==> config.mk <==
export PLATFORM = sky130hd
export DESIGN_NAME = dhb_bridge
export DESIGN_NICKNAME = d
export VERILOG_FILES = /design/src/verilog/dhb_pkg.sv /design/src/verilog/dhb_bridge.sv
export VERILOG_INCLUDE_DIRS = /design/src /design/src/verilog
export SDC_FILE = /design/constraint.sdc
export NUM_CORES = 1
export LEC_CHECK = 0
export BUFFER_PORTS_ARGS = -buffer_cell sky130_fd_sc_hd__buf_2
export CORE_ASPECT_RATIO = 0.8
export CORE_MARGIN = 2
export CORE_UTILIZATION = 45
export CTS_BUF_LIST = sky130_fd_sc_hd__clkbuf_4
export CTS_CLUSTER_DIAMETER = 80
export DETAILED_ROUTE_END_ITERATION = 10
export PLACE_DENSITY_LB_ADDON = 0.25
export RECOVER_POWER = 100
export SETUP_SLACK_MARGIN = 0.5
export SLEW_MARGIN = 20
export SYNTH_ARGS = -nofsm -noshare
export SYNTH_HDL_FRONTEND = slang
export SYNTH_SLANG_ARGS = --single-unit
==> constraint.sdc <==
create_clock -name mclk_i -period 1.5 [get_ports mclk_i]
set_input_delay 0.075 -clock mclk_i [delete_from_list [all_inputs] [get_ports mclk_i]]
set_output_delay 0.075 -clock mclk_i [all_outputs]
set_load 0.02 [all_outputs]
==> src/verilog/dhb_cfg.svh <==
// constants for the signal processor to host dma bridge
`ifndef DHB_CFG_SVH
`define DHB_CFG_SVH
`define DHB_GLOBAL_BIT      15
`define DHB_ROM_PS_BIT      14
`define DHB_MBOX_W          8
`define DHB_HIRQ_BIT        8
`define DHB_BASE_W          16
`define DHB_CLK_NS          50
`define DHB_ROM_WAIT_STATES 3
`define DHB_ROM_WAIT_CYC    (`DHB_ROM_WAIT_STATES)
`define DHB_CSR_RST_HOLD    1'b1
`define DHB_CSR_RST_RESET   1'b1
`define DHB_MBOX_RST        8'h00
`endif

==> src/verilog/dhb_pkg.sv <==
// types for the signal processor to host dma bridge
package dhb_pkg;
   typedef enum logic [2:0] {
      DHB_IDLE,
      DHB_REQ,
      DHB_ADDR,
      DHB_ASTB,
      DHB_DATA,
      DHB_DONE
   } dhb_dma_state_type;

   typedef struct packed {
      logic        strobe;
      logic        write;
      logic        prog_space;
      logic        io_space;
      logic [15:0] addr;
      logic [15:0] wdata;
   } dhb_proc_req_type;

   typedef struct packed {
      logic       write;
      logic       read;
      logic [7:0] wdata;
   } dhb_host_csr_type;
endpackage

==> src/verilog/dhb_bridge.sv <==
// signal processor memory decode, dma master and shared control register
`include "dhb_cfg.svh"

// Summary of operation
// - rom at program 0000-3fff, ram at program 4000-7fff and data 0000-7fff, aliased.
// - global access 8000-ffff raises dma request, waits for grant before host cycle.
// - on grant host floats bus; bridge drives address, status and byte mask.
// - assert address strobe, drop address drive, then data strobe and transceivers.
// - host ready raises dma done ready, which gives processor ready.
// - dma read data latched at ready, held on processor bus until cycle ends.
// - at end of access drop address strobe, data strobe, request and transceivers.
// - ram read picks bank by low address bit, selects it, no write strobes.
// - on processor read strobe all ram outputs on; ready with no wait states on any strobe.
// - ram write asserts selected bank write strobes with processor strobe.
// - rom read only; select on rom address, output enable with read strobe.
// - rom access gets three wait states, then dma done ready and processor ready.
// - low eight control bits are mailbox; processor reads host byte only.
// - processor io write latches its byte when write latch pulse falls.
// - processor io write data bit 8 sets host interrupt, drives host irq line.
// - host reads processor byte; host write seen at next processor read.
// - reset clears control bits except hold and reset, which come up set.
// - processor starts at 0000 in rom, loads by dma, runs from 4000.
// - host acknowledge drops irq but keeps bit; host control read clears bit.
// - processor interrupt bit drives irq input 0, cleared by processor acknowledge.
// - processor cannot read control bits above the mailbox, only writes host interrupt bit.
// - host base register picks 64k-byte block, driven during dma addressing.
module dhb_bridge
   import dhb_pkg::*;
(
   // clock and reset
   input  wire logic             mclk_i,
   input  wire logic             nrst_i,
   // signal processor bus
   input  wire dhb_proc_req_type proc_req_i,
   input  wire logic             proc_iack_i,
   output logic                  proc_ready_o,
   output logic [15:0]           proc_rdata_o,
   output logic                  proc_rdata_oe_o,
   output logic                  coproc_irq_o,
   output logic                  proc_hold_o,
   output logic                  proc_reset_o,
   // private memory decode
   output logic                  ram_bank0_sel_o,
   output logic                  ram_bank1_sel_o,
   output logic                  ram_output_en_o,
   output logic [1:0]            ram_write_strobes_o,
   output logic                  rom_select_o,
   output logic                  rom_output_en_o,
   // host bus
   input  wire logic             host_dma_grant_n_i,
   input  wire logic             host_rdy_n_i,
   input  wire logic [31:0]      host_muxed_bus_i,
   output logic                  host_dma_request_n_o,
   output logic [31:0]           host_muxed_bus_o,
   output logic                  host_muxed_bus_oe_n_o,
   output logic                  address_strobe_n_o,
   output logic                  data_strobe_n_o,
   output logic [3:0]            byte_lane_mask_n_o,
   output logic [2:0]            cycle_status_n_o,
   output logic                  host_irq2_n_o,
   // host register port
   input  wire dhb_host_csr_type host_csr_i,
   input  wire dhb_host_csr_type host_base_i,
   input  wire logic             host_iack_i,
   input  wire logic             host_set_coproc_irq_i,
   input  wire logic             host_hold_wr_i,
   input  wire logic             host_hold_i,
   input  wire logic             host_reset_wr_i,
   input  wire logic             host_reset_i,
   output logic [7:0]            host_mbox_rdata_o,
   output logic                  host_irq_bit_o,
   output logic [15:0]           host_base_rdata_o
);

   dhb_dma_state_type state_r;
   dhb_proc_req_type  req_s1_r;
   dhb_proc_req_type  req_r;
   logic       grant_s1_r;
   logic       grant_r;
   logic       rdy_s1_r;
   logic       rdy_r;
   logic       iack_s1_r;
   logic       iack_r;
   logic       dma_done_rdy_r;
   logic [1:0] rom_wait_r;
   logic       rom_rdy_r;
   logic       latch_r;
   logic [7:0] proc_mbox_r;
   logic [7:0] host_mbox_r;
   logic       host_irq_bit_r;
   logic       host_irq_req_r;
   logic       coproc_irq_r;
   logic       hold_r;
   logic       reset_r;
   logic [7:0] base_r;
   logic [15:0] dma_rdata_r;
   logic       global_acc;
   logic       ram_acc;
   logic       rom_acc;
   logic       io_acc;
   logic       mbox_write_latch;
   logic       end_cycle;

   // external strobes pass two flip-flops before decode
   always_ff @(posedge mclk_i or negedge nrst_i)
   begin
      if (!nrst_i)
      begin
         req_s1_r   <= '0;
         req_r      <= '0;
         grant_s1_r <= 1'b0;
         grant_r    <= 1'b0;
         rdy_s1_r   <= 1'b0;
         rdy_r      <= 1'b0;
         iack_s1_r  <= 1'b0;
         iack_r     <= 1'b0;
      end
      else
      begin
         req_s1_r   <= proc_req_i;
         req_r      <= req_s1_r;
         grant_s1_r <= !host_dma_grant_n_i;
         grant_r    <= grant_s1_r;
         rdy_s1_r   <= !host_rdy_n_i;
         rdy_r      <= rdy_s1_r;
         iack_s1_r  <= proc_iack_i;
         iack_r     <= iack_s1_r;
      end
   end

   assign io_acc     = req_r.io_space;
   assign global_acc = !io_acc && req_r.addr[`DHB_GLOBAL_BIT];
   assign rom_acc    = !io_acc && !global_acc && req_r.prog_space
                       && !req_r.addr[`DHB_ROM_PS_BIT];
   assign ram_acc    = !io_acc && !global_acc && !rom_acc;
   assign end_cycle  = !req_r.strobe;

   // bank select from low address bit
   assign ram_bank0_sel_o = ram_acc && !req_r.addr[0];
   assign ram_bank1_sel_o = ram_acc && req_r.addr[0];
   assign ram_output_en_o = ram_acc && req_r.strobe && !req_r.write;
   assign ram_write_strobes_o = (ram_acc && req_r.strobe && req_r.write)
                                ? {req_r.addr[0], !req_r.addr[0]} : 2'b00;
   assign rom_select_o    = rom_acc;
   assign rom_output_en_o = rom_acc && req_r.strobe && !req_r.write;

   always_ff @(posedge mclk_i or negedge nrst_i)
   begin
      if (!nrst_i)
      begin
         rom_wait_r <= 2'd0;
         rom_rdy_r  <= 1'b0;
      end
      else if (!(rom_acc && req_r.strobe))
      begin
         rom_wait_r <= 2'd0;
         rom_rdy_r  <= 1'b0;
      end
      else if (rom_wait_r != 2'(`DHB_ROM_WAIT_CYC))
         rom_wait_r <= rom_wait_r + 2'd1;
      else
         rom_rdy_r  <= 1'b1;
   end

   always_ff @(posedge mclk_i or negedge nrst_i)
   begin
      if (!nrst_i)
         state_r <= DHB_IDLE;
      else
      begin
         unique case (state_r)
            DHB_IDLE: if (global_acc && req_r.strobe) state_r <= DHB_REQ;
            DHB_REQ:  if (grant_r) state_r <= DHB_ADDR;
            DHB_ADDR: state_r <= DHB_ASTB;
            DHB_ASTB: state_r <= DHB_DATA;
            DHB_DATA: if (rdy_r) state_r <= DHB_DONE;
            DHB_DONE: if (end_cycle) state_r <= DHB_IDLE;
         endcase
      end
   end

   // done ready from host ready or rom wait end
   always_ff @(posedge mclk_i or negedge nrst_i)
   begin
      if (!nrst_i)
         dma_done_rdy_r <= 1'b0;
      else
         dma_done_rdy_r <= (state_r == DHB_DATA && rdy_r) || state_r == DHB_DONE
                           || rom_rdy_r;
   end

   always_ff @(posedge mclk_i or negedge nrst_i)
   begin
      if (!nrst_i)
         dma_rdata_r <= 16'h0000;
      else if (state_r == DHB_DATA && rdy_r && !req_r.write)
         dma_rdata_r <= req_r.addr[0] ? host_muxed_bus_i[31:16] : host_muxed_bus_i[15:0];
   end

   // io ready must follow the strobe, or ready never drops between mailbox accesses
   assign proc_ready_o = ((ram_acc || io_acc) && req_r.strobe) || dma_done_rdy_r;
   assign proc_rdata_o = io_acc ? {8'h00, host_mbox_r} : dma_rdata_r;
   assign proc_rdata_oe_o = req_r.strobe && !req_r.write
                            && (io_acc || (global_acc && state_r == DHB_DONE));

   // address is base block plus word offset
   always_comb
   begin
      host_muxed_bus_o = 32'h0000_0000;
      if (state_r == DHB_ADDR || state_r == DHB_ASTB)
         host_muxed_bus_o = {8'h00, base_r, req_r.addr[14:1], 2'b00};
      else if (state_r == DHB_DATA || state_r == DHB_DONE)
         host_muxed_bus_o = {req_r.wdata, req_r.wdata};
   end
   // request and strobes tied to state
   assign host_dma_request_n_o  = (state_r == DHB_IDLE);
   assign host_muxed_bus_oe_n_o = !((state_r == DHB_ADDR) || (state_r == DHB_ASTB)
                                 || ((state_r == DHB_DATA || state_r == DHB_DONE)
                                     && req_r.write));
   assign address_strobe_n_o = !(state_r == DHB_ASTB || state_r == DHB_DATA
                                 || state_r == DHB_DONE);
   assign data_strobe_n_o    = !(state_r == DHB_DATA || state_r == DHB_DONE);
   assign byte_lane_mask_n_o = req_r.addr[0] ? 4'b0011 : 4'b1100;
   assign cycle_status_n_o   = req_r.write ? 3'b110 : 3'b101;

   // latch on fall of write latch pulse
   assign mbox_write_latch = io_acc && req_r.write && req_r.strobe;
   always_ff @(posedge mclk_i or negedge nrst_i)
   begin
      if (!nrst_i)
         latch_r <= 1'b0;
      else
         latch_r <= mbox_write_latch;
   end

   always_ff @(posedge mclk_i or negedge nrst_i)
   begin
      if (!nrst_i)
         proc_mbox_r <= `DHB_MBOX_RST;
      else if (latch_r && !mbox_write_latch)
         proc_mbox_r <= req_r.wdata[7:0];
   end

   always_ff @(posedge mclk_i or negedge nrst_i)
   begin
      if (!nrst_i)
         host_mbox_r <= `DHB_MBOX_RST;
      else if (host_csr_i.write)
         host_mbox_r <= host_csr_i.wdata;
   end

   // bit 8 sets host irq; set wins over clear
   // acknowledge drops line, host read clears bit
   always_ff @(posedge mclk_i or negedge nrst_i)
   begin
      if (!nrst_i)
      begin
         host_irq_bit_r <= 1'b0;
         host_irq_req_r <= 1'b0;
      end
      else if (latch_r && !mbox_write_latch && req_r.wdata[`DHB_HIRQ_BIT])
      begin
         host_irq_bit_r <= 1'b1;
         host_irq_req_r <= 1'b1;
      end
      else
      begin
         if (host_csr_i.read)
            host_irq_bit_r <= 1'b0;
         if (host_iack_i || host_csr_i.read)
            host_irq_req_r <= 1'b0;
      end
   end

   // processor interrupt cleared by its acknowledge
   always_ff @(posedge mclk_i or negedge nrst_i)
   begin
      if (!nrst_i)
         coproc_irq_r <= 1'b0;
      else if (host_set_coproc_irq_i)
         coproc_irq_r <= 1'b1;
      else if (iack_r)
         coproc_irq_r <= 1'b0;
   end

   // hold and reset come up set
   always_ff @(posedge mclk_i or negedge nrst_i)
   begin
      if (!nrst_i)
      begin
         hold_r  <= `DHB_CSR_RST_HOLD;
         reset_r <= `DHB_CSR_RST_RESET;
         base_r  <= 8'h00;
      end
      else
      begin
         if (host_hold_wr_i)
            hold_r <= host_hold_i;
         if (host_reset_wr_i)
            reset_r <= host_reset_i;
         if (host_base_i.write)
            base_r <= host_base_i.wdata;
      end
   end

   // processor held until host releases it
   assign proc_hold_o       = hold_r;
   assign proc_reset_o      = reset_r;
   assign coproc_irq_o      = coproc_irq_r;
   assign host_irq2_n_o     = !host_irq_req_r;
   assign host_irq_bit_o    = host_irq_bit_r;
   assign host_mbox_rdata_o = proc_mbox_r;
   assign host_base_rdata_o = {base_r, 8'h00};

   rom_wait_a: assert property (@(posedge mclk_i) disable iff (!nrst_i)
      $rose(rom_rdy_r) |-> $past(rom_wait_r) == 2'd3)
      else $error("rom ready before three wait states");
   dma_req_a: assert property (@(posedge mclk_i) disable iff (!nrst_i)
      $fell(host_dma_request_n_o) |-> $past(global_acc && req_r.strobe))
      else $error("dma request without global access");
   strobe_order_a: assert property (@(posedge mclk_i) disable iff (!nrst_i)
      $fell(data_strobe_n_o) |-> !address_strobe_n_o && $past(!address_strobe_n_o))
      else $error("data strobe before address strobe");
   hold_reset_a: assert property (@(posedge mclk_i) disable iff (!nrst_i)
      $rose(nrst_i) |-> proc_hold_o && proc_reset_o)
      else $error("hold not set after reset");
   read_hold_a: assert property (@(posedge mclk_i) disable iff (!nrst_i)
      state_r == DHB_DONE && $past(state_r) == DHB_DONE |-> $stable(dma_rdata_r))
      else $error("dma read data changed before cycle end");
   dma_end_a: assert property (@(posedge mclk_i) disable iff (!nrst_i)
      state_r == DHB_DONE && end_cycle |=> host_dma_request_n_o && address_strobe_n_o
         && data_strobe_n_o && host_muxed_bus_oe_n_o)
      else $error("dma lines still active after access end");
   host_irq_set_a: assert property (@(posedge mclk_i) disable iff (!nrst_i)
      latch_r && !mbox_write_latch && req_r.wdata[`DHB_HIRQ_BIT] |=> !host_irq2_n_o)
      else $error("host interrupt not raised by processor write");
endmodule // dhb_bridge

==> impl_metrics.sql, run 1 <==
INSERT INTO impl_metrics (metric_group, metric, value, unit) VALUES
('outcome', 'outcome', 'finished with violations', ''),
('outcome', 'violations', 'setup timing', ''),
('pwr', 'comb_power_share', '0.422', ''),
('timing', 'timing.fmax', '0.479', 'GHz'),
('finish', 'syn2layout_area_growth', '82.1', '%'),
('synthesis', 'netlist_instances', '356', ''),
('clock_network', 'cts_buffer_depth', '2', ''),
('routing', 'drt_iter0_markers', '210', ''),
('synthesis', 'synth.avg_cell_area', '13.7', 'um2'),
('hold_path', 'min_delay_path_depth', '2', ''),
('timing', 'post-route-min-period', '2.09', 'ns'),
('clock_network', 'path_clk_slew', '0.12', 'ns'),
('timing', 'rsz0062_at_grt', 'true', ''),
('finish', 'postLayoutCellArea', '8880', 'um2'),
('critical_path', 'end_kind', 'output pin', ''),
('routing', 'route.detailed.wl_per_inst', '19.9', 'um'),
('finish', 'nNetsFinal', '816', ''),
('routing', 'antenna_violating_nets_left', '0', ''),
('synthesis', 'post_synthesis_instance_area', '4880', 'um2'),
('floorplan', 'overall_die_area', '11700', 'um2'),
('timing', 'layout_setup_ws', '-0.589', 'ns'),
('routing', 'remaining_drc_errors', '0', ''),
('timing', 'drv_slew', '0', ''),
('routing', 'route.detailed.vias_per_inst', '5.02', ''),
('pwr', 'vdd_drop_max', '887', 'uV'),
('floorplan', 'initial_core_util', '0.469', ''),
('timing', 'max-slew-margin-rel', '0.196', ''),
('grt', 'grt_remaining_overflow', '0', ''),
('critical_path', 'critical-path-top-delay-family', 'flip-flops', ''),
('clock_network', 'worst_skew_pair.late_latency', '0.56', 'ns'),
('timing', 'skew', '0.0263', 'ns'),
('grt', 'grt_pass1_wl', '24400', 'um'),
('floorplan', 'fp.dieH', '97.1', 'um'),
('grt', 'antenna_found_initial', '3', ''),
('floorplan', 'design.portCount', '196', ''),
('pwr', 'netSwitchingPower', '3.94', 'mW'),
('floorplan', 'die_x', '120', 'um'),
('critical_path', 'ff2ff_setup_slack', '-0.33', 'ns'),
('timing', 'post-route-period-util', '1.39', ''),
('finish', 'layout-drive-gt1-share', '0.517', ''),
('routing', 'drt_pre_antenna_iters', '4', ''),
('hold_path', 'holdCritPathClass', 'input port to flop', ''),
('clock_network', 'clock_tree_from_tritoncts', 'built', ''),
('clock_network', 'clk_root_buffer_cell', 'sky130_fd_sc_hd__clkbuf_4', ''),
('critical_path', 'cp.buffers_inverters', '4', ''),
('pwr', 'power.static_leakage', '4.38', 'nW'),
('pwr', 'seq_power_share', '0.355', ''),
('routing', 'routed-via-count', '4365', ''),
('timing', 'final-hold-violation-count', '0', ''),
('critical_path', 'timing.rr.end', 'dma_rdata_r[2]$_DFFE_PN0P_', ''),
('grt', 'overall_fraction_of_global_route_tracks_in_use', '0.277', ''),
('clock_network', 'numClockSinks', '131', ''),
('critical_path', 'timing.critical_path.required', '1.42', 'ns'),
('floorplan', 'core_footprint', '10400', 'um2'),
('timing', 'timing.final.setup_violations', '83', ''),
('critical_path', 'timing.reg2reg.worst_path_depth', '9', ''),
('pwr', 'power_report.internal_total', '7.95', 'mW'),
('critical_path', 'largest_stage_delay_worst_path', '0.47', 'ns'),
('critical_path', 'path_class', 'flop to output pin', ''),
('synthesis', 'yosys_warnings', '0', ''),
('critical_path', 'critical_path.max_fanout', '6', ''),
('placed_design', 'dp.final_hpwl', '7740', 'um'),
('grt', 'grt_start_max_net_pins', '48', ''),
('hold_path', 'min-delay-start', 'proc_req_i[28]', ''),
('clock_network', 'ctsHtreeMaxLevel', '4', ''),
('pwr', 'power.switching_fraction', '0.331', ''),
('synthesis', 'yosysSeqAreaShare', '0.673', ''),
('clock_network', 'cts_inserted_buffers', '17', ''),
('placed_design', 'pre_cts_slack', '0.0180', 'ns'),
('critical_path', 'reg2reg_from', 'state_r[1]$_DFFE_PN0P_', ''),
('run', 'maxCapViolations', '0', '');
-- worst reg2reg max path, delay by kind of cell (launching register included) --
kind	cells	cell delay, ns
AO/OA/AOI/OAI	1	0.08
buffers and inverters	5	0.68
flip-flops	1	0.47
AND/OR/NAND/NOR	3	0.48
-- how the worst max path moves through the flow --
stage,start,end,slack (ns),cells past startpoint
2_1_floorplan,state_r[2]$_DFFE_PN0P_,host_muxed_bus_o[10],0.03,7
3_3_place_gp,state_r[1]$_DFFE_PN0P_,state_r[0]$_DFFE_PN0P_,0.06,5
3_5_place_dp,state_r[1]$_DFFE_PN0P_,state_r[0]$_DFFE_PN0P_,0.02,5
4_1_cts,state_r[1]$_DFFE_PN0P_,host_muxed_bus_o[12],-0.52,8
5_1_grt,state_r[1]$_DFFE_PN0P_,host_muxed_bus_o[11],-0.69,8
6_report,state_r[1]$_DFFE_PN0P_,host_muxed_bus_o[11],-0.59,8
-- synthesized netlist by cell type --
library cell               number  share of area
sky130_fd_sc_hd__dfrtp_1      129           0.66
sky130_fd_sc_hd__mux2_2        34          0.079
sky130_fd_sc_hd__nand2_1       21          0.016
sky130_fd_sc_hd__mux2i_1       17          0.035
sky130_fd_sc_hd__buf_4         14          0.022
sky130_fd_sc_hd__a21o_1        13          0.020
sky130_fd_sc_hd__a22o_1        12          0.022
sky130_fd_sc_hd__nor2_1        12         0.0092
sky130_fd_sc_hd__inv_1         11         0.0085
sky130_fd_sc_hd__o21ai_0       11          0.011
sky130_fd_sc_hd__and2_1         9          0.012
sky130_fd_sc_hd__nor2b_1        9          0.012
sky130_fd_sc_hd__buf_2          7         0.0072
sky130_fd_sc_hd__clkbuf_1       7         0.0054
sky130_fd_sc_hd__o21ai_1        7         0.0072
sky130_fd_sc_hd__nand2b_1       6         0.0077
sky130_fd_sc_hd__nor3_1         6         0.0062
sky130_fd_sc_hd__a21oi_1        4         0.0041
sky130_fd_sc_hd__ha_1           3         0.0077
sky130_fd_sc_hd__and3_1         2         0.0026
sky130_fd_sc_hd__conb_1         2         0.0015
sky130_fd_sc_hd__dfstp_2        2          0.011
sky130_fd_sc_hd__o32ai_1        2         0.0036
sky130_fd_sc_hd__a211o_1        1         0.0018
sky130_fd_sc_hd__a211oi_2       1         0.0026
sky130_fd_sc_hd__a31oi_1        1         0.0013
sky130_fd_sc_hd__a32oi_2        1         0.0033
sky130_fd_sc_hd__and2b_1        1         0.0015
sky130_fd_sc_hd__and3b_1        1         0.0018
sky130_fd_sc_hd__buf_6          1         0.0023
sky130_fd_sc_hd__clkbuf_2       1         0.0010
sky130_fd_sc_hd__nand2b_4       1         0.0028
sky130_fd_sc_hd__nand3_1        1         0.0010
sky130_fd_sc_hd__nand3b_1       1         0.0015
sky130_fd_sc_hd__o21ba_2        1         0.0021
sky130_fd_sc_hd__o22ai_1        1         0.0013
sky130_fd_sc_hd__o32a_1         1         0.0021
sky130_fd_sc_hd__or2_0          1         0.0013
sky130_fd_sc_hd__xor2_1         1         0.0018
-- power by group through the flow --
stage / clock network [mW] / registers (mW) / logic, mW
after floorplan: 0 / 4.26 / 2.12
after global placement: 0 / 4.20 / 3.06
after detailed placement: 0 / 4.22 / 3.12
after CTS: 2.64 / 4.19 / 4.60
after global routing: 2.84 / 4.27 / 5.23
final: 2.65 / 4.22 / 5.02
-- logic make-up (layout without fill, tap and decap cells) --
| group | count (synthesis) | count (layout) | synth area share |
|---|---|---|---|
| flops | 131 | 131 | 0.673 |
| simple gates | 71 | 72 | 0.0749 |
| compound gates | 56 | 56 | 0.0821 |
| mux | 51 | 51 | 0.113 |
| buf+inv | 41 | 404 | 0.0459 |
| fa+ha+maj | 3 | 3 | 0.00770 |
| other cells | 2 | 12 | 0.00154 |
| xor+xnor | 1 | 1 | 0.00180 |
-- layer usage --
layer	track usage	routed length (um)	part of all wire
met1	0.298	6270	0.36
met2	0.505	9580	0.55
met3	0.0710	875	0.050
met4	0.130	624	0.036
met5	0	0	0
-- through the flow --
stage          setup TNS, ns  instances  total power, mW   util  hold WS, ns
3_5_place_dp               0        673             7.34  0.608       0.0475
3_3_place_gp               0        673             7.26  0.608       0.0400
2_1_floorplan              0        363             6.38      -       -0.221
6_report              -32.72        870             11.9  0.854        0.151
5_1_grt               -40.66        870             12.3  0.854        0.133
4_1_cts               -24.98        847             11.4  0.844       0.0167
-- what timing repair did --
action / in CTS / in global routing
endpoints found under the setup margin: 121 / 121
pin swaps: 17 / 11
hold buffers: 97 / 0
endpoints found under the hold margin: 205 / 0
gates cloned: 7 / 2
gates resized for setup: 216 / 41
buffers inserted: 38 / 18
-- area by class of cell --
class | count | area (um2) | share of cell area
Sequential cell | 131 | 3280 | 0.370
Timing Repair Buffer | 361 | 3200 | 0.360
Multi-Input combinational cell | 192 | 1850 | 0.209
Clock buffer | 19 | 143 | 0.0161
Inverter | 11 | 55.1 | 0.00620
Tap cell | 140 | 175 | 0.0197
Clock inverter | 13 | 168 | 0.0189
Antenna cell | 3 | 7.51 | 0.000845
-- registers in the layout, indices dropped and copies added, names as in the netlist, 2 cells and up --
| name | count |
|---|---|
| req_r | 35 |
| base_r | 8 |
| state_r | 3 |
| host_mbox_r | 8 |
| dma_rdata_r | 16 |
| rom_wait_r | 2 |
| host_mbox_rdata_o | 8 |
| req_s1_r | 36 |
-- cells in the final DEF (no fill, tap or decap), types with 4 or more instances in the layout --
cell type	Yosys	routed
sky130_fd_sc_hd__conb_1	2	9
sky130_fd_sc_hd__buf_6	1	88
sky130_fd_sc_hd__dlygate4sd3_1	0	97
sky130_fd_sc_hd__mux2_4	0	12
sky130_fd_sc_hd__nor2b_4	0	8
sky130_fd_sc_hd__a21o_1	13	13
sky130_fd_sc_hd__dfrtp_1	129	126
sky130_fd_sc_hd__nor3_4	0	4
sky130_fd_sc_hd__nand2_1	21	17
sky130_fd_sc_hd__buf_4	14	34
sky130_fd_sc_hd__clkinv_2	0	4
sky130_fd_sc_hd__nand2b_1	6	4
sky130_fd_sc_hd__a22o_1	12	4
sky130_fd_sc_hd__bufinv_16	0	4
sky130_fd_sc_hd__mux2_2	34	22
sky130_fd_sc_hd__a22o_4	0	8
sky130_fd_sc_hd__o21ai_1	7	12
sky130_fd_sc_hd__clkbuf_4	0	23
sky130_fd_sc_hd__clkbuf_1	7	24
sky130_fd_sc_hd__nor2_4	0	5
sky130_fd_sc_hd__buf_12	0	7
sky130_fd_sc_hd__buf_2	7	94
sky130_fd_sc_hd__inv_1	11	6
sky130_fd_sc_hd__and2_4	0	8
sky130_fd_sc_hd__buf_16	0	6
sky130_fd_sc_hd__clkbuf_2	1	4
sky130_fd_sc_hd__o21ai_2	0	5
sky130_fd_sc_hd__mux2i_1	17	17
sky130_fd_sc_hd__nor2_1	12	4
Note: power is estimated with default switching activity, not from simulation.
==> run 2, diff against run 1 <==
Settings changed: CORE_UTILIZATION 45 to 43, CTS_BUF_LIST sky130_fd_sc_hd__clkbuf_4 to default.
==> impl_metrics.sql, run 2 (synthesized netlist as in run 1, its figures left out) <==
INSERT INTO impl_metrics (metric_group, metric, value, unit) VALUES
('outcome', 'outcome', 'finished with violations', ''),
('outcome', 'violations', 'setup timing', ''),
('pwr', 'power_frac_clock', '0.318', ''),
('finish', 'post-route-util', '0.832', ''),
('clock_network', 'ctsHtreeMaxLevel', '4', ''),
('timing', 'rsz0062_at_grt', 'true', ''),
('grt', 'grt_start_max_net_pins', '41', ''),
('grt', 'first_global_vias', '4611', ''),
('routing', 'route.detailed.wl_per_inst', '19.3', 'um'),
('critical_path', 'launching_element_of_the_worst_setup_path', 'state_r[2]$_DFFE_PN0P_', ''),
('floorplan', 'design.portCount', '196', ''),
('routing', 'routed_wirelength', '16600', 'um'),
('pwr', 'power.static_leakage', '4.46', 'nW'),
('pwr', 'comb_power_share', '0.368', ''),
('hold_path', 'timing.hold.worst_endpoint', 'host_mbox_r[2]$_DFFE_PN0P_', ''),
('placed_design', 'pre_cts_slack', '-0.0231', 'ns'),
('routing', 'detail_route.wirelength.met1', '6120', 'um'),
('critical_path', 'timing.rr.end', 'dma_rdata_r[4]$_DFFE_PN0P_', ''),
('pwr', 'power.density', '1480', 'nW/um2'),
('finish', 'nNetsFinal', '804', ''),
('routing', 'drt_iter0_markers', '121', ''),
('placed_design', 'gp_congestion', '0.810', ''),
('finish', 'layout_commonest_cell', 'sky130_fd_sc_hd__dfrtp_1', ''),
('grt', 'overall_fraction_of_global_route_tracks_in_use', '0.261', ''),
('critical_path', 'cp_data_arrival_time', '1.93', 'ns'),
('timing', 'layout_setup_ws', '-0.508', 'ns'),
('routing', 'route.detailed.vias_per_inst', '4.91', ''),
('clock_network', 'cts_buffer_depth', '2', ''),
('routing', 'top_layer_reached_by_signal_wires', 'met4', ''),
('placed_design', 'port_buffers', '185', ''),
('pwr', 'vdd_drop_max', '963', 'uV'),
('critical_path', 'critical_path.max_fanout', '8', ''),
('critical_path', 'worst_setup_path_start_kind', 'flop', ''),
('finish', 'postLayoutCellArea', '9130', 'um2'),
('grt', 'antenna_found_initial', '1', ''),
('floorplan', 'die_x', '123', 'um'),
('routing', 'antenna_violating_nets_left', '0', ''),
('timing', 'drv_slew', '0', ''),
('finish', 'final_cell_mix', 'sky130_fd_sc_hd__dfrtp_1, sky130_fd_sc_hd__dlygate4sd3_1, sky130_fd_sc_hd__buf_2', ''),
('floorplan', 'initial_core_util', '0.444', ''),
('critical_path', 'timing.reg2reg.worst_path_depth', '9', ''),
('timing', 'max-slew-margin-rel', '0.428', ''),
('critical_path', 'timing.critical_path.required', '1.42', 'ns'),
('finish', 'layout-drive-gt1-share', '0.517', ''),
('placed_design', 'dp.final_hpwl', '7810', 'um'),
('pwr', 'power.switching_fraction', '0.322', ''),
('timing', 'tightestPinTransition', '0.858', 'ns'),
('critical_path', 'end_kind', 'output pin', ''),
('timing', 'timing.final.setup_violations', '93', ''),
('pwr', 'netSwitchingPower', '4.35', 'mW'),
('timing', 'final-hold-violation-count', '0', ''),
('floorplan', 'fp.dieH', '99.3', 'um'),
('critical_path', 'path_class', 'flop to output pin', ''),
('routing', 'routed-via-count', '4222', ''),
('routing', 'drt_pre_antenna_iters', '4', ''),
('routing', 'remaining_drc_errors', '0', ''),
('hold_path', 'min-delay-start', 'host_csr_i[9]', ''),
('routing', 'met3_length', '800', 'um'),
('grt', 'grt_pass1_wl', '23500', 'um'),
('grt', 'grt_remaining_overflow', '0', ''),
('clock_network', 'clk_root_buffer_cell', 'sky130_fd_sc_hd__clkbuf_16', ''),
('clock_network', 'path_clk_slew', '0.06', 'ns'),
('placed_design', 'placedInstanceArea', '6320', 'um2'),
('run', 'maxCapViolations', '0', ''),
('timing', 'whs', '0.0956', 'ns'),
('finish', 'register_name_with_the_most_flops', 'req_s1_r', ''),
('pwr', 'seq_power_share', '0.314', ''),
('floorplan', 'overall_die_area', '12200', 'um2'),
('finish', 'fillers', '559', ''),
('routing', 'met2RoutedLength', '8900', 'um'),
('pwr', 'power_report.internal_total', '9.15', 'mW'),
('timing', 'post-route-min-period', '2.01', 'ns'),
('hold_path', 'min_delay_path_depth', '2', ''),
('finish', 'biggestRegsByFlops', 'req_s1_r x36, req_r x35, dma_rdata_r x16', ''),
('clock_network', 'clock_tree_from_tritoncts', 'built', ''),
('hold_path', 'holdCritPathClass', 'input port to flop', ''),
('timing', 'skew', '0.00591', 'ns'),
('floorplan', 'core_footprint', '11000', 'um2'),
('critical_path', 'reg2reg_from', 'state_r[1]$_DFFE_PN0P_', ''),
('clock_network', 'numClockSinks', '131', ''),
('finish', 'largest_register_ffs', '36', ''),
('critical_path', 'ff2ff_setup_slack', '-0.39', 'ns'),
('timing', 'post-route-period-util', '1.34', ''),
('clock_network', 'cts_inserted_buffers', '17', ''),
('floorplan', 'std_cell_rows', '34', ''),
('clock_network', 'worst_skew_pair.late_latency', '0.41', 'ns'),
('timing', 'timing.fmax', '0.498', 'GHz'),
('finish', 'syn2layout_area_growth', '87.2', '%');
-- run 2: cell types whose count changed in the layout (fill, tap and decap cells not counted), moves of 3 or more --
| cell | previous run | this run |
|---|---|---|
| sky130_fd_sc_hd__clkbuf_4 | 23 | 1 |
| sky130_fd_sc_hd__clkbuf_16 | 2 | 20 |
| sky130_fd_sc_hd__buf_4 | 34 | 23 |
| sky130_fd_sc_hd__inv_8 | 0 | 6 |
| sky130_fd_sc_hd__clkinv_2 | 4 | 0 |
| sky130_fd_sc_hd__inv_6 | 1 | 5 |
| sky130_fd_sc_hd__nand2_1 | 17 | 13 |
| sky130_fd_sc_hd__clkinv_1 | 3 | 0 |
| sky130_fd_sc_hd__nand2_2 | 2 | 5 |
-- run 2: area by class of cell --
class                           instances  area (um2)  area share
Sequential cell                       131        3280       0.360
Timing Repair Buffer                  349        3110       0.341
Multi-Input combinational cell        192        1880       0.206
Clock buffer                           17         425      0.0466
Clock inverter                         15         188      0.0206
Tap cell                              144         180      0.0197
Inverter                               11        55.1     0.00603
Antenna cell                            1        2.50    0.000274
-- run 2: worst max-delay path by stage --
| stage | cells past startpoint | end | slack [ns] |
|---|---|---|---|
| 6_report | 8 | host_muxed_bus_o[23] | -0.51 |
| 5_1_grt | 8 | host_muxed_bus_o[23] | -0.56 |
| 4_1_cts | 8 | host_muxed_bus_o[17] | -0.40 |
| 3_5_place_dp | 5 | state_r[0]$_DFFE_PN0P_ | -0.02 |
| 3_3_place_gp | 8 | host_muxed_bus_o[14] | 0.06 |
| 2_1_floorplan | 7 | host_muxed_bus_o[10] | 0.03 |
-- run 2: metrics by stage --
step | TNS, ns | cells | power [mW]
global route | -31.96 | 860 | 14.0
floorplan | 0 | 363 | 6.38
detailed placement | -0.0231 | 677 | 7.32
global placement | 0 | 677 | 7.24
finish | -27.09 | 860 | 13.5
CTS | -16.59 | 839 | 13.1
-- run 2: critical path, stage by stage (launching register included) --
cell	delay, ns
sky130_fd_sc_hd__dfrtp_2	0.46
sky130_fd_sc_hd__inv_2	0.10
sky130_fd_sc_hd__ha_4	0.16
sky130_fd_sc_hd__nor2_4	0.04
sky130_fd_sc_hd__buf_12	0.13
sky130_fd_sc_hd__buf_12	0.13
sky130_fd_sc_hd__buf_16	0.14
sky130_fd_sc_hd__a22o_4	0.22
sky130_fd_sc_hd__buf_6	0.13
-- run 2: repair_timing --
item / in CTS / in global routing
hold endpoints to repair: 206 / 0
pin swaps: 17 / 11
setup endpoints to repair: 121 / 121
resized for setup: 210 / 53
cloned: 6 / 4
hold buffers: 95 / 0
setup buffers: 29 / 16
-- run 2: power groups by stage --
stage               combinational (mW)  clock, mW  sequential, mW
floorplan                         2.12          0            4.26
global placement                  3.05          0            4.20
detailed placement                3.10          0            4.22
CTS                               4.52       4.33            4.21
global route                      5.23       4.52            4.27
finish                            4.97       4.29            4.24
-- run 2: layer usage --
layer / track usage / vias up
met3: 0.0573 / 53
met4: 0.144 / 0
met5: 0 / -
li1: - / 1888
met2: 0.474 / 173
met1: 0.281 / 2108
